--- config.mk ---
export PLATFORM = sky130hd
export DESIGN_NAME = sram_ctl
export DESIGN_NICKNAME = d
export VERILOG_FILES = /design/src/rtl/sram_ctl_pkg.sv /design/src/rtl/cycle_timer.sv /design/src/rtl/sram_ctl.sv
export SDC_FILE = /design/constraint.sdc
export NUM_CORES = 1
export LEC_CHECK = 0
export BUFFER_PORTS_ARGS = -buffer_cell sky130_fd_sc_hd__buf_2
export CAP_MARGIN = 15
export CORE_MARGIN = 4
export CORE_UTILIZATION = 48
export DETAILED_ROUTE_END_ITERATION = 6
export PLACE_DENSITY = 0.8
export REMOVE_ABC_BUFFERS = 1
export SETUP_SLACK_MARGIN = 0.3
export SYNTH_ARGS = -nofsm -noshare
export SYNTH_HDL_FRONTEND = slang
export SYNTH_SLANG_ARGS = --single-unit
--- constraint.sdc ---
create_clock -name ref_clk -period 3.6 [get_ports ref_clk]
set_input_delay 0.18 -clock ref_clk [delete_from_list [all_inputs] [get_ports ref_clk]]
set_output_delay 0.18 -clock ref_clk [all_outputs]
set_load 0.03 [all_outputs]
--- src/rtl/sram_ctl_pkg.sv ---
// package for the asynchronous static memory controller
// assumes a single 25 MHz system clock
package sram_ctl_pkg;
   localparam int ADDR_W        = 17;
   localparam int DATA_W        = 24;
   localparam int CLK_PERIOD_PS = 40000;
   // device timing in picoseconds, slower grade
   localparam int T_WRITE_PULSE_PS = 10000;
   localparam int T_DATA_SETUP_PS  = 6000;
   localparam int T_ADDR_SETUP_PS  = 8000;
   localparam int T_READ_ACCESS_PS = 10000;
   localparam int T_FLOAT_PS       = 5000;
   localparam int T_DATA_HOLD_PS   = 0;
   // least times round up, never below one cycle
   localparam int WR_CYCLES =
      (T_WRITE_PULSE_PS + CLK_PERIOD_PS - 1) / CLK_PERIOD_PS;
   localparam int SETUP_CYCLES =
      (T_ADDR_SETUP_PS + CLK_PERIOD_PS - 1) / CLK_PERIOD_PS;
   localparam int RD_CYCLES =
      ((T_READ_ACCESS_PS + CLK_PERIOD_PS - 1) / CLK_PERIOD_PS) + 1;
   localparam int TURN_CYCLES =
      (T_FLOAT_PS + CLK_PERIOD_PS - 1) / CLK_PERIOD_PS;
   localparam int CNT_W = 4;

   typedef enum logic [2:0] {
      ST_IDLE  = 3'b000,
      ST_SETUP = 3'b001,
      ST_WRITE = 3'b011,
      ST_READ  = 3'b010,
      ST_TURN  = 3'b110
   } ctl_state_t;
endpackage : sram_ctl_pkg

--- src/rtl/cycle_timer.sv ---
// down-counter that flags when a loaded wait has run out
// assumes synchronous active-high reset
`timescale 1ns/1ps
module cycle_timer #(
   parameter int W = 4
) (
   // clock and reset
   input  wire logic         ref_clk,
   input  wire logic         sys_rst,
   // control
   input  wire logic         load,
   input  wire logic [W-1:0] load_val,
   output logic              done
);
   logic [W-1:0] cnt_r;

   always_ff @(posedge ref_clk) begin
      if (sys_rst) begin
         cnt_r <= '0;
      end else if (load) begin
         cnt_r <= load_val;
      end else if (cnt_r != '0) begin
         cnt_r <= cnt_r - 1'b1;
      end
   end

   // done must not look at load: the owner decides load from done
   assign done = (cnt_r == '0);
endmodule : cycle_timer

--- src/rtl/sram_ctl.sv ---
// host controller driving an asynchronous 128K x 24 static memory
// assumes memory pins are synchronous to ref_clk; one access at a time
`timescale 1ns/1ps

// Operation
// - write only while low select low, high select high, strobe low.
// - all three qualifiers valid before write starts; any one may end it.
// - data setup and hold timed against the edge that ends the write.
// - write data stable 5 ns (fast) or 6 ns (slow) before write end.
// - write data may change at the write-ending edge; hold is 0 ns.
// - address may change at the write-ending edge; hold is 0 ns.
// - write strobe stays high throughout any read access.
// - address valid no later than both selects becoming active.
// - low select driven low selects; high deselects and floats data.
// - high select driven high selects; low deselects and floats data.
module sram_ctl
   import sram_ctl_pkg::*;
#(
   parameter int AW = sram_ctl_pkg::ADDR_W,
   parameter int DW = sram_ctl_pkg::DATA_W
) (
   // clock and reset
   input  wire logic          ref_clk,
   input  wire logic          sys_rst,
   // user request
   input  wire logic          req_valid,
   input  wire logic          req_write,
   input  wire logic [AW-1:0] req_addr,
   input  wire logic [DW-1:0] req_wdata,
   output logic               req_ready,
   // user read answer
   output logic               rsp_valid,
   output logic [DW-1:0]      rsp_rdata,
   // memory pins
   output logic [AW-1:0]      mem_addr,
   output logic               select_active_low_n,
   output logic               select_active_high,
   output logic               out_enable_n,
   output logic               write_strobe_n,
   input  wire logic [DW-1:0] mem_data_in,
   output logic [DW-1:0]      mem_data_out,
   output logic               mem_data_oe
);
   import sram_ctl_pkg::*;

   ctl_state_t       state_r;
   ctl_state_t       state_nxt;
   logic             wr_r;
   logic             tmr_load;
   logic [CNT_W-1:0] tmr_val;
   logic             tmr_done;
   logic             take;
   logic             sel_nxt;

   cycle_timer #(.W(CNT_W)) u_timer (
      .ref_clk  (ref_clk),
      .sys_rst  (sys_rst),
      .load     (tmr_load),
      .load_val (tmr_val),
      .done     (tmr_done)
   );

   assign req_ready = (state_r == ST_IDLE);
   assign take      = req_valid && req_ready;
   // selects active in the write or read phase of the coming cycle
   assign sel_nxt   = (state_nxt == ST_WRITE) || (state_nxt == ST_READ);

   // next state and timer loads
   always_comb begin
      state_nxt = state_r;
      tmr_load  = 1'b0;
      tmr_val   = '0;
      unique case (state_r)
         ST_IDLE: begin
            if (req_valid) begin
               // address settles one phase before selects
               state_nxt = ST_SETUP;
               tmr_load  = 1'b1;
               tmr_val   = CNT_W'(SETUP_CYCLES - 1);
            end
         end
         ST_SETUP: begin
            // phase chosen by the kind of access taken
            if (tmr_done) begin
               tmr_load = 1'b1;
               if (wr_r) begin
                  state_nxt = ST_WRITE;
                  tmr_val   = CNT_W'(WR_CYCLES - 1);
               end else begin
                  state_nxt = ST_READ;
                  tmr_val   = CNT_W'(RD_CYCLES - 1);
               end
            end
         end
         ST_WRITE: begin
            // selects and strobe rise at one edge
            if (tmr_done) begin
               state_nxt = ST_TURN;
               tmr_load  = 1'b1;
               tmr_val   = CNT_W'(TURN_CYCLES - 1);
            end
         end
         ST_READ: begin
            // data sampled on the last edge of this phase
            if (tmr_done) begin
               state_nxt = ST_TURN;
               tmr_load  = 1'b1;
               tmr_val   = CNT_W'(TURN_CYCLES - 1);
            end
         end
         ST_TURN: begin
            // memory released the bus before next access
            if (tmr_done) begin
               state_nxt = ST_IDLE;
            end
         end
         default: begin
            state_nxt = ST_IDLE;
         end
      endcase
   end

   always_ff @(posedge ref_clk) begin
      if (sys_rst) begin
         state_r <= ST_IDLE;
      end else begin
         state_r <= state_nxt;
      end
   end

   // access kind, held until the access ends
   always_ff @(posedge ref_clk) begin
      if (sys_rst) begin
         wr_r <= 1'b0;
      end else if (take) begin
         wr_r <= req_write;
      end
   end

   // address held unchanged past the write-ending edge
   always_ff @(posedge ref_clk) begin
      if (sys_rst) begin
         mem_addr <= '0;
      end else if (take) begin
         mem_addr <= req_addr;
      end
   end

   // write data set up two full cycles before the write ends
   always_ff @(posedge ref_clk) begin
      if (sys_rst) begin
         mem_data_out <= '0;
      end else if (take) begin
         mem_data_out <= req_wdata;
      end
   end

   // low select: high while idle, so the memory floats its pins
   always_ff @(posedge ref_clk) begin
      if (sys_rst) begin
         select_active_low_n <= 1'b1;
      end else begin
         select_active_low_n <= !sel_nxt;
      end
   end

   // high select moves with the low select
   always_ff @(posedge ref_clk) begin
      if (sys_rst) begin
         select_active_high <= 1'b0;
      end else begin
         select_active_high <= sel_nxt;
      end
   end

   // strobe: falls with selects and rises with them, ending the write;
   // data stays valid past that edge
   always_ff @(posedge ref_clk) begin
      if (sys_rst) begin
         write_strobe_n <= 1'b1;
      end else begin
         write_strobe_n <= !(state_nxt == ST_WRITE);
      end
   end

   // data bus drive from the take through one cycle past the write end;
   // kind taken from the request, as wr_r still holds the last one's
   always_ff @(posedge ref_clk) begin
      if (sys_rst) begin
         mem_data_oe <= 1'b0;
      end else if (take) begin
         mem_data_oe <= req_write;
      end else begin
         mem_data_oe <= wr_r && (state_nxt == ST_WRITE ||
                                 state_r == ST_WRITE);
      end
   end

   // output enable only during the read phase
   always_ff @(posedge ref_clk) begin
      if (sys_rst) begin
         out_enable_n <= 1'b1;
      end else begin
         out_enable_n <= !(state_nxt == ST_READ);
      end
   end

   // read data sampled at end of read phase
   always_ff @(posedge ref_clk) begin
      if (sys_rst) begin
         rsp_valid <= 1'b0;
         rsp_rdata <= '0;
      end else begin
         rsp_valid <= 1'b0;
         if (state_r == ST_READ && tmr_done) begin
            rsp_valid <= 1'b1;
            rsp_rdata <= mem_data_in;
         end
      end
   end
endmodule : sram_ctl

==> results of run 1 <==
-- how the worst min path moves through the flow --
stage	startpoint	to
global placement	req_wdata[21]	mem_data_out[21]
CTS	req_addr[14]	mem_addr[14]
floorplan	sys_rst	mem_addr[0]
global route	req_wdata[17]	mem_data_out[17]
detailed placement	req_addr[14]	mem_addr[14]
finish	req_wdata[22]	mem_data_out[22]
-- synth_stat cells --
| library cell | number | area, sq um |
|---|---|---|
| nand3b_1 | 1 | 7.51 |
| nand2_1 | 84 | 315 |
| mux2i_1 | 1 | 10.0 |
| o21bai_1 | 1 | 7.51 |
| nand4_1 | 2 | 12.5 |
| o211ai_1 | 1 | 7.51 |
| or3b_1 | 1 | 8.76 |
| and2_1 | 1 | 6.26 |
| nor3b_2 | 1 | 12.5 |
| or4b_1 | 1 | 10.0 |
| nand2b_1 | 3 | 18.8 |
| buf_2 | 12 | 60.1 |
| a21oi_1 | 67 | 335 |
| nor4_1 | 1 | 6.26 |
| nor3b_1 | 2 | 15.0 |
| nor3_1 | 6 | 30.0 |
| a211oi_1 | 2 | 15.0 |
| or4_1 | 1 | 7.51 |
| clkbuf_1 | 20 | 75.1 |
| a32o_1 | 1 | 10.0 |
| or3b_2 | 1 | 8.76 |
| o2111ai_1 | 1 | 8.76 |
| or2_2 | 1 | 6.26 |
| and3_1 | 1 | 6.26 |
| xnor2_1 | 1 | 8.76 |
| a2bb2oi_1 | 1 | 8.76 |
| nor4b_4 | 1 | 23.8 |
| o21ai_0 | 27 | 135 |
| o211a_1 | 1 | 10.0 |
| inv_1 | 4 | 15.0 |
| nand3_1 | 25 | 125 |
| ha_1 | 1 | 12.5 |
| nor2_1 | 4 | 15.0 |
| o21ai_1 | 1 | 5.00 |
| dfxtp_1 | 79 | 1580 |
| o21a_1 | 1 | 7.51 |
-- through the flow --
| step | hold slack [ns] | power [mW] |
|---|---|---|
| after floorplan | 0.249 | 1.97 |
| after global placement | 0.420 | 2.34 |
| after detailed placement | 0.426 | 2.37 |
| after CTS | 0.0580 | 3.10 |
| after global routing | 0.0601 | 3.27 |
| final | 0.0710 | 3.07 |
-- cell type report --
type | instances | area, sq um | share of cell area (%)
timing repair buffer | 145 | 738 | 19.1
sequential | 79 | 1580 | 40.8
inverter | 4 | 15.0 | 0.387
clock inverter | 3 | 65.1 | 1.68
tap | 75 | 93.8 | 2.42
multi-input combinational | 244 | 1220 | 31.5
clock buffer | 13 | 159 | 4.10
-- state kept, by name (all words and copies together), names as in the netlist --
signal	count
mem_addr	17
mem_data_oe	1
mem_data_out	24
out_enable_n	1
rsp_rdata	24
rsp_valid	1
select_active_high	1
select_active_low_n	1
state_r	3
u_timer.cnt_r	4
wr_r	1
write_strobe_n	1
-- worst reg2reg max path, stage by stage, from the launching register on --
cell and delay (ns):
dfxtp_1 0.32, inv_1 0.09, ha_1 0.20, or3b_1 0.76, or4_1 0.64, o211ai_1 0.09
-- metal layers --
layer	share of wire (%)	vias up	GRT usage (%)
li1	-	1467	-
met5	0	-	0
met4	0.97	0	7.65
met2	45	119	30.3
met3	10	7	5.80
met1	44	1302	25.0
-- report_power, final --
group          switching, mW  internal (mW)
Combinational          0.846          0.349
Sequential             0.112           1.04
Clock                  0.292          0.428
-- cells by family (layout without fill, tap and decap cells) --
family                   count (synthesis)  after routing  synth area share, %
adder cells (fa/ha/maj)                  1              1                0.424
buffers and inverters                   36            165                 5.09
AO/OA/AOI/OAI                          104            104                 18.7
AND/OR/NAND/NOR                        137            137                 21.6
XOR/XNOR                                 1              1                0.297
flip-flops                              79             79                 53.6
multiplexers                             1              1                0.339
==> impl_metrics.tcl, run 1 <==
set metrics [dict create \
    outcome "finished, final reports clean" \
    gp_congestion 0.788 \
    cts_tree "done" \
    chipWidth_um 86.4 \
    ys_warn_count 0 \
    wl_mm 7.51 \
    fmax_mhz 460 \
    synth_seq_cells 79 \
    fill_cells 514 \
    portBuffers 140 \
    max-cap-violations 0 \
    grt-ovfl-total 0 \
    avgViaCountPerCell 5.14 \
    layout_commonest_cell "buf_2" \
    antenna_found_initial 0 \
    ctsHoldBuffers 0 \
    clock_latency_ns 0.34 \
    cp_top_family "simple AND/OR/NAND/NOR gates" \
    num_rows 28 \
    timing.final.ws_setup_ns 1.43 \
    die_h_um 86.4 \
    ys_seq_area_share_pct 53.6 \
    crit_path_end "u_timer.cnt_r[0]" \
    layout.nets 553 \
    r2r_start "u_timer.cnt_r[0]" \
    worstMarginPinSlew_ns 0.950 \
    placed_cell_area_sq_mm 0.00365 \
    startpoint "u_timer.cnt_r[0]" \
    cts_resized 0 \
    io_pins 141 \
    reg2reg_depth 5 \
    required_ns 3.86 \
    grt_max_degree 62 \
    route.detailed.drc 0 \
    setup_viol 0 \
    firstDrtPassIters 4 \
    r2r-end "u_timer.cnt_r[0]" \
    root_buffer "clkbuf_8" \
    critPathKind "reg -> reg" \
    area_growth_syn_to_layout_pct 31.4 \
    cp_slowest_cell "or3b_1" \
    grt_setup_unrepaired "no" \
    core_sq_mm 0.00596 \
    path_cells "inv_1 -> ha_1 -> or3b_1 -> or4_1 -> o211ai_1" \
    clkTransAtPathRegs_ns 0.08 \
    whs_path_depth 3 \
    grt_use_total_pct 19.3 \
    crit_buf_inv 1 \
    drive_gt1_share_pct 33.6 \
    cp-start-kind "flop" \
    finalCriticalPeriod_ns 2.17 \
    setup_tns_ns 0 \
    wl_per_cell_um 13.3 \
    antenna_left 0 \
    start_util_pct 49.5 \
    synth_cells 359 \
    drv_slew 0 \
    grt_pass1_vias 2633 \
    num_vias 2895 \
    powerDensity_mw_per_mm2 792 \
    grt_pass1_wl_mm 11.7 \
    hold_path.class "in -> reg" \
    cts.sinks 79 \
    crit_arrival_ns 2.43 \
    dieArea_sq_mm 0.00746 \
    synthDistinctLibCells 36 \
    ir_drop_mv 0.389 \
    hold_viol 0 \
    final_util_pct 65.1 \
    cp_slowest_stage_delay_ns 0.76 \
    fin_crit_sh_pct 60.4 \
    final_cell_mix "buf_2 (140), nand2_1 (84), dfxtp_1 (79)" \
    skew_ns 0.00831 \
    ff2ff_setup_slack_ns 1.43 \
    stdcell_count 563 \
    path_max_fanout 34 \
    avgSynthCellArea_sq_um 8.21 \
    cts_buffers 9 \
    path_depth 5 \
    dp_slack_ns 1.44 \
    clockBufferDepth 2 \
    placed_cells 547 \
    cp-end-kind "flop" \
    post-dp-hpwl_mm 5.14 \
    h-tree-depth 3 \
    drt_iter0_markers 118 \
    p_leak_nw 1.76 \
    synthesis.area_sq_mm 0.00295 \
    relSlewSlack_pct 36.7 \
    post_cts_buffers 0 \
    diodes 0 \
    design_area_sq_mm 0.00387 \
]
(Power assumes the default switching activity.)
==> inputs of run 2 (changes only) <==
--- a/config.mk
+++ b/config.mk
@@ -8,9 +8,9 @@
 export BUFFER_PORTS_ARGS = -buffer_cell sky130_fd_sc_hd__buf_2
 export CAP_MARGIN = 15
 export CORE_MARGIN = 4
-export CORE_UTILIZATION = 48
+export CORE_UTILIZATION = 41
 export DETAILED_ROUTE_END_ITERATION = 6
-export PLACE_DENSITY = 0.8
+export PLACE_DENSITY = 0.72
 export REMOVE_ABC_BUFFERS = 1
 export SETUP_SLACK_MARGIN = 0.3
 export SYNTH_ARGS = -nofsm -noshare
==> constraint.sdc (replaced) <==
create_clock -name ref_clk -period 1.8 [get_ports ref_clk]
set_input_delay 0.09 -clock ref_clk [delete_from_list [all_inputs] [get_ports ref_clk]]
set_output_delay 0.09 -clock ref_clk [all_outputs]
set_load 0.03 [all_outputs]
==> run 2 against run 1 <==
Flip-flop and latch count unchanged. Die area up 15%. Wire length up 34%. Register-to-register slack worse by 1.2 ns. Worst hold slack worse by 0.052 ns. Global-route usage up 2.6 points. Via count up 19%. Design area up 23%. Non-clock buffer count up 76. Clock power up 100%. Sequential share of layout area down 7.6 points. Count of clock-buffer cells in the layout down 3. Critical path type unchanged. Critical endpoint unchanged. Largest cell class unchanged. Largest power group unchanged.
==> impl_metrics.tcl, run 2 (synthesized netlist as in run 1, its figures left out) <==
set metrics [dict create \
    path_cells "inv_2 -> ha_4 -> or3b_4 -> or4_1 -> o211ai_1" \
    worstMarginPinSlew_ns 0.416 \
    clock_power_share_pct 20.4 \
    critPathKind "reg -> reg" \
    p_int_mw 4.17 \
    wl_mm 10.1 \
    relSlewSlack_pct 72.3 \
    power_frac_comb_pct 47.2 \
    antenna_left 0 \
    chipWidth_um 92.8 \
    core_sq_mm 0.00691 \
    placed_cell_area_sq_mm 0.00377 \
    cts.sinks 79 \
    fmax_mhz 626 \
    grt-ovfl-total 0 \
    grt_pass1_wl_mm 15.4 \
    io_pins 141 \
    grt_max_degree 46 \
    ff2ff_setup_slack_ns 0.20 \
    cp-start-kind "flop" \
    start_util_pct 42.7 \
    required_ns 2.05 \
    clkTransAtPathRegs_ns 0.08 \
    reg_top3 "mem_data_out (24), rsp_rdata (24), mem_addr (17)" \
    wl_per_cell_um 15.3 \
    powerDensity_mw_per_mm2 1480 \
    portBuffers 140 \
    outcome "finished, final reports clean" \
    layout.nets 629 \
    num_vias 3444 \
    max-cap-violations 0 \
    p_leak_nw 2.14 \
    grt_setup_unrepaired "yes" \
    cts_buffers 9 \
    ir_drop_mv 0.780 \
    cts_tree "done" \
    hold_start "mem_data_in[9]" \
    h-tree-depth 3 \
    die_h_um 92.8 \
    setup_viol 0 \
    hold_viol 0 \
    post-dp-hpwl_mm 5.60 \
    crit_arrival_ns 1.84 \
    drive_gt1_share_pct 34.2 \
    p_seq_share_pct 32.4 \
    total_power_mw 7.07 \
    cp_top_family "simple AND/OR/NAND/NOR gates" \
    area_growth_syn_to_layout_pct 62.0 \
    whs_path_depth 3 \
    drv_slew 0 \
    reg2reg_depth 5 \
    gp_congestion 0.815 \
    cp_slowest_cell "or4_1" \
    p_switching_mw 2.89 \
    design_area_sq_mm 0.00478 \
    cp-end-kind "flop" \
    avgViaCountPerCell 5.22 \
    r2r-end "u_timer.cnt_r[0]" \
    final_cell_mix "buf_2 (140), nand2_1 (84), dfxtp_1 (75)" \
    crit_buf_inv 1 \
    grt_pass1_vias 3261 \
    skew_ns 0.00652 \
    clockBufferDepth 2 \
    grt_use_total_pct 21.9 \
    diodes 0 \
    layout_commonest_cell "buf_2" \
    r2r_start "u_timer.cnt_r[0]" \
    firstDrtPassIters 5 \
    antenna_found_initial 0 \
    fin_crit_sh_pct 88.8 \
    dieArea_sq_mm 0.00861 \
    clock_latency_ns 0.34 \
    drt_iter0_markers 161 \
    num_rows 30 \
    root_buffer "clkbuf_8" \
    cp_slowest_stage_delay_ns 0.48 \
    hold_path.class "in -> reg" \
    finalCriticalPeriod_ns 1.60 \
    hold-path-endpoint "rsp_rdata[9]" \
    route.detailed.drc 0 \
    path_max_fanout 4 \
    switching_share_pct 41.0 \
]
run 2: timing repair:
action,in CTS,in global routing
pin swaps,2,2
endpoints found under the setup margin,33,72
gates resized for setup,9,28
setup buffers,2,2
cloned,0,3
hold buffers,62,0
hold endpoints to repair,62,0
run 2: tightest hold or removal path, delay by kind of cell:
kind	cells	cell delay, ns
simple gates	1	0.06
compound gates	1	0.06
buf+inv	1	0.10
run 2: layout make-up:
type | instances | area, sq um
sequential | 79 | 1590
multi-input combinational | 244 | 1270
fill | 531 | 2130
clock buffer | 10 | 138
inverter | 4 | 15.0
clock inverter | 6 | 83.8
timing repair buffer | 221 | 1560
tap | 96 | 120
run 2: metal layers:
layer	vias to the layer above	GRT usage (%)	wire length, um
met3	18	7.47	1130
li1	1622	-	-
met1	1607	27.1	4090
met5	-	0	0
met2	197	35.0	4700
met4	0	8.79	163
run 2: per-stage QoR:
| stage | hold slack [ns] | setup TNS (ns) | util, % | cells | worst slack [ns] |
|---|---|---|---|---|---|
| 6_report | 0.0191 | 0 | 69.2 | 660 | 0.202 |
| 5_1_grt | 0.0132 | 0 | 69.2 | 660 | 0.150 |
| 4_1_cts | 0.000358 | 0 | 67.2 | 655 | 0.248 |
| 3_5_place_dp | 0.337 | 0 | 54.5 | 575 | 0.141 |
| 3_3_place_gp | 0.330 | 0 | 54.5 | 575 | 0.185 |
| 2_1_floorplan | 0.159 | -34.69 | - | 327 | -1.14 |
run 2: power groups by stage:
stage          combinational [mW]  clock, mW  sequential (mW)
5_1_grt                      3.59       1.56             2.33
3_5_place_dp                 2.70          0             2.30
3_3_place_gp                 2.67          0             2.28
2_1_floorplan               0.965          0             2.76
4_1_cts                      2.88       1.48             2.26
6_report                     3.34       1.44             2.29
run 2: worst max-delay path by stage:
stage | startpoint | to | slack, ns | depth (start not counted)
2_1_floorplan | u_timer.cnt_r[0] | state_r[1] | -1.14 | 5
3_3_place_gp | u_timer.cnt_r[0] | u_timer.cnt_r[0] | 0.18 | 5
3_5_place_dp | u_timer.cnt_r[0] | u_timer.cnt_r[0] | 0.14 | 5
4_1_cts | u_timer.cnt_r[0] | u_timer.cnt_r[0] | 0.25 | 5
5_1_grt | u_timer.cnt_r[0] | u_timer.cnt_r[0] | 0.15 | 5
6_report | u_timer.cnt_r[0] | u_timer.cnt_r[0] | 0.20 | 5
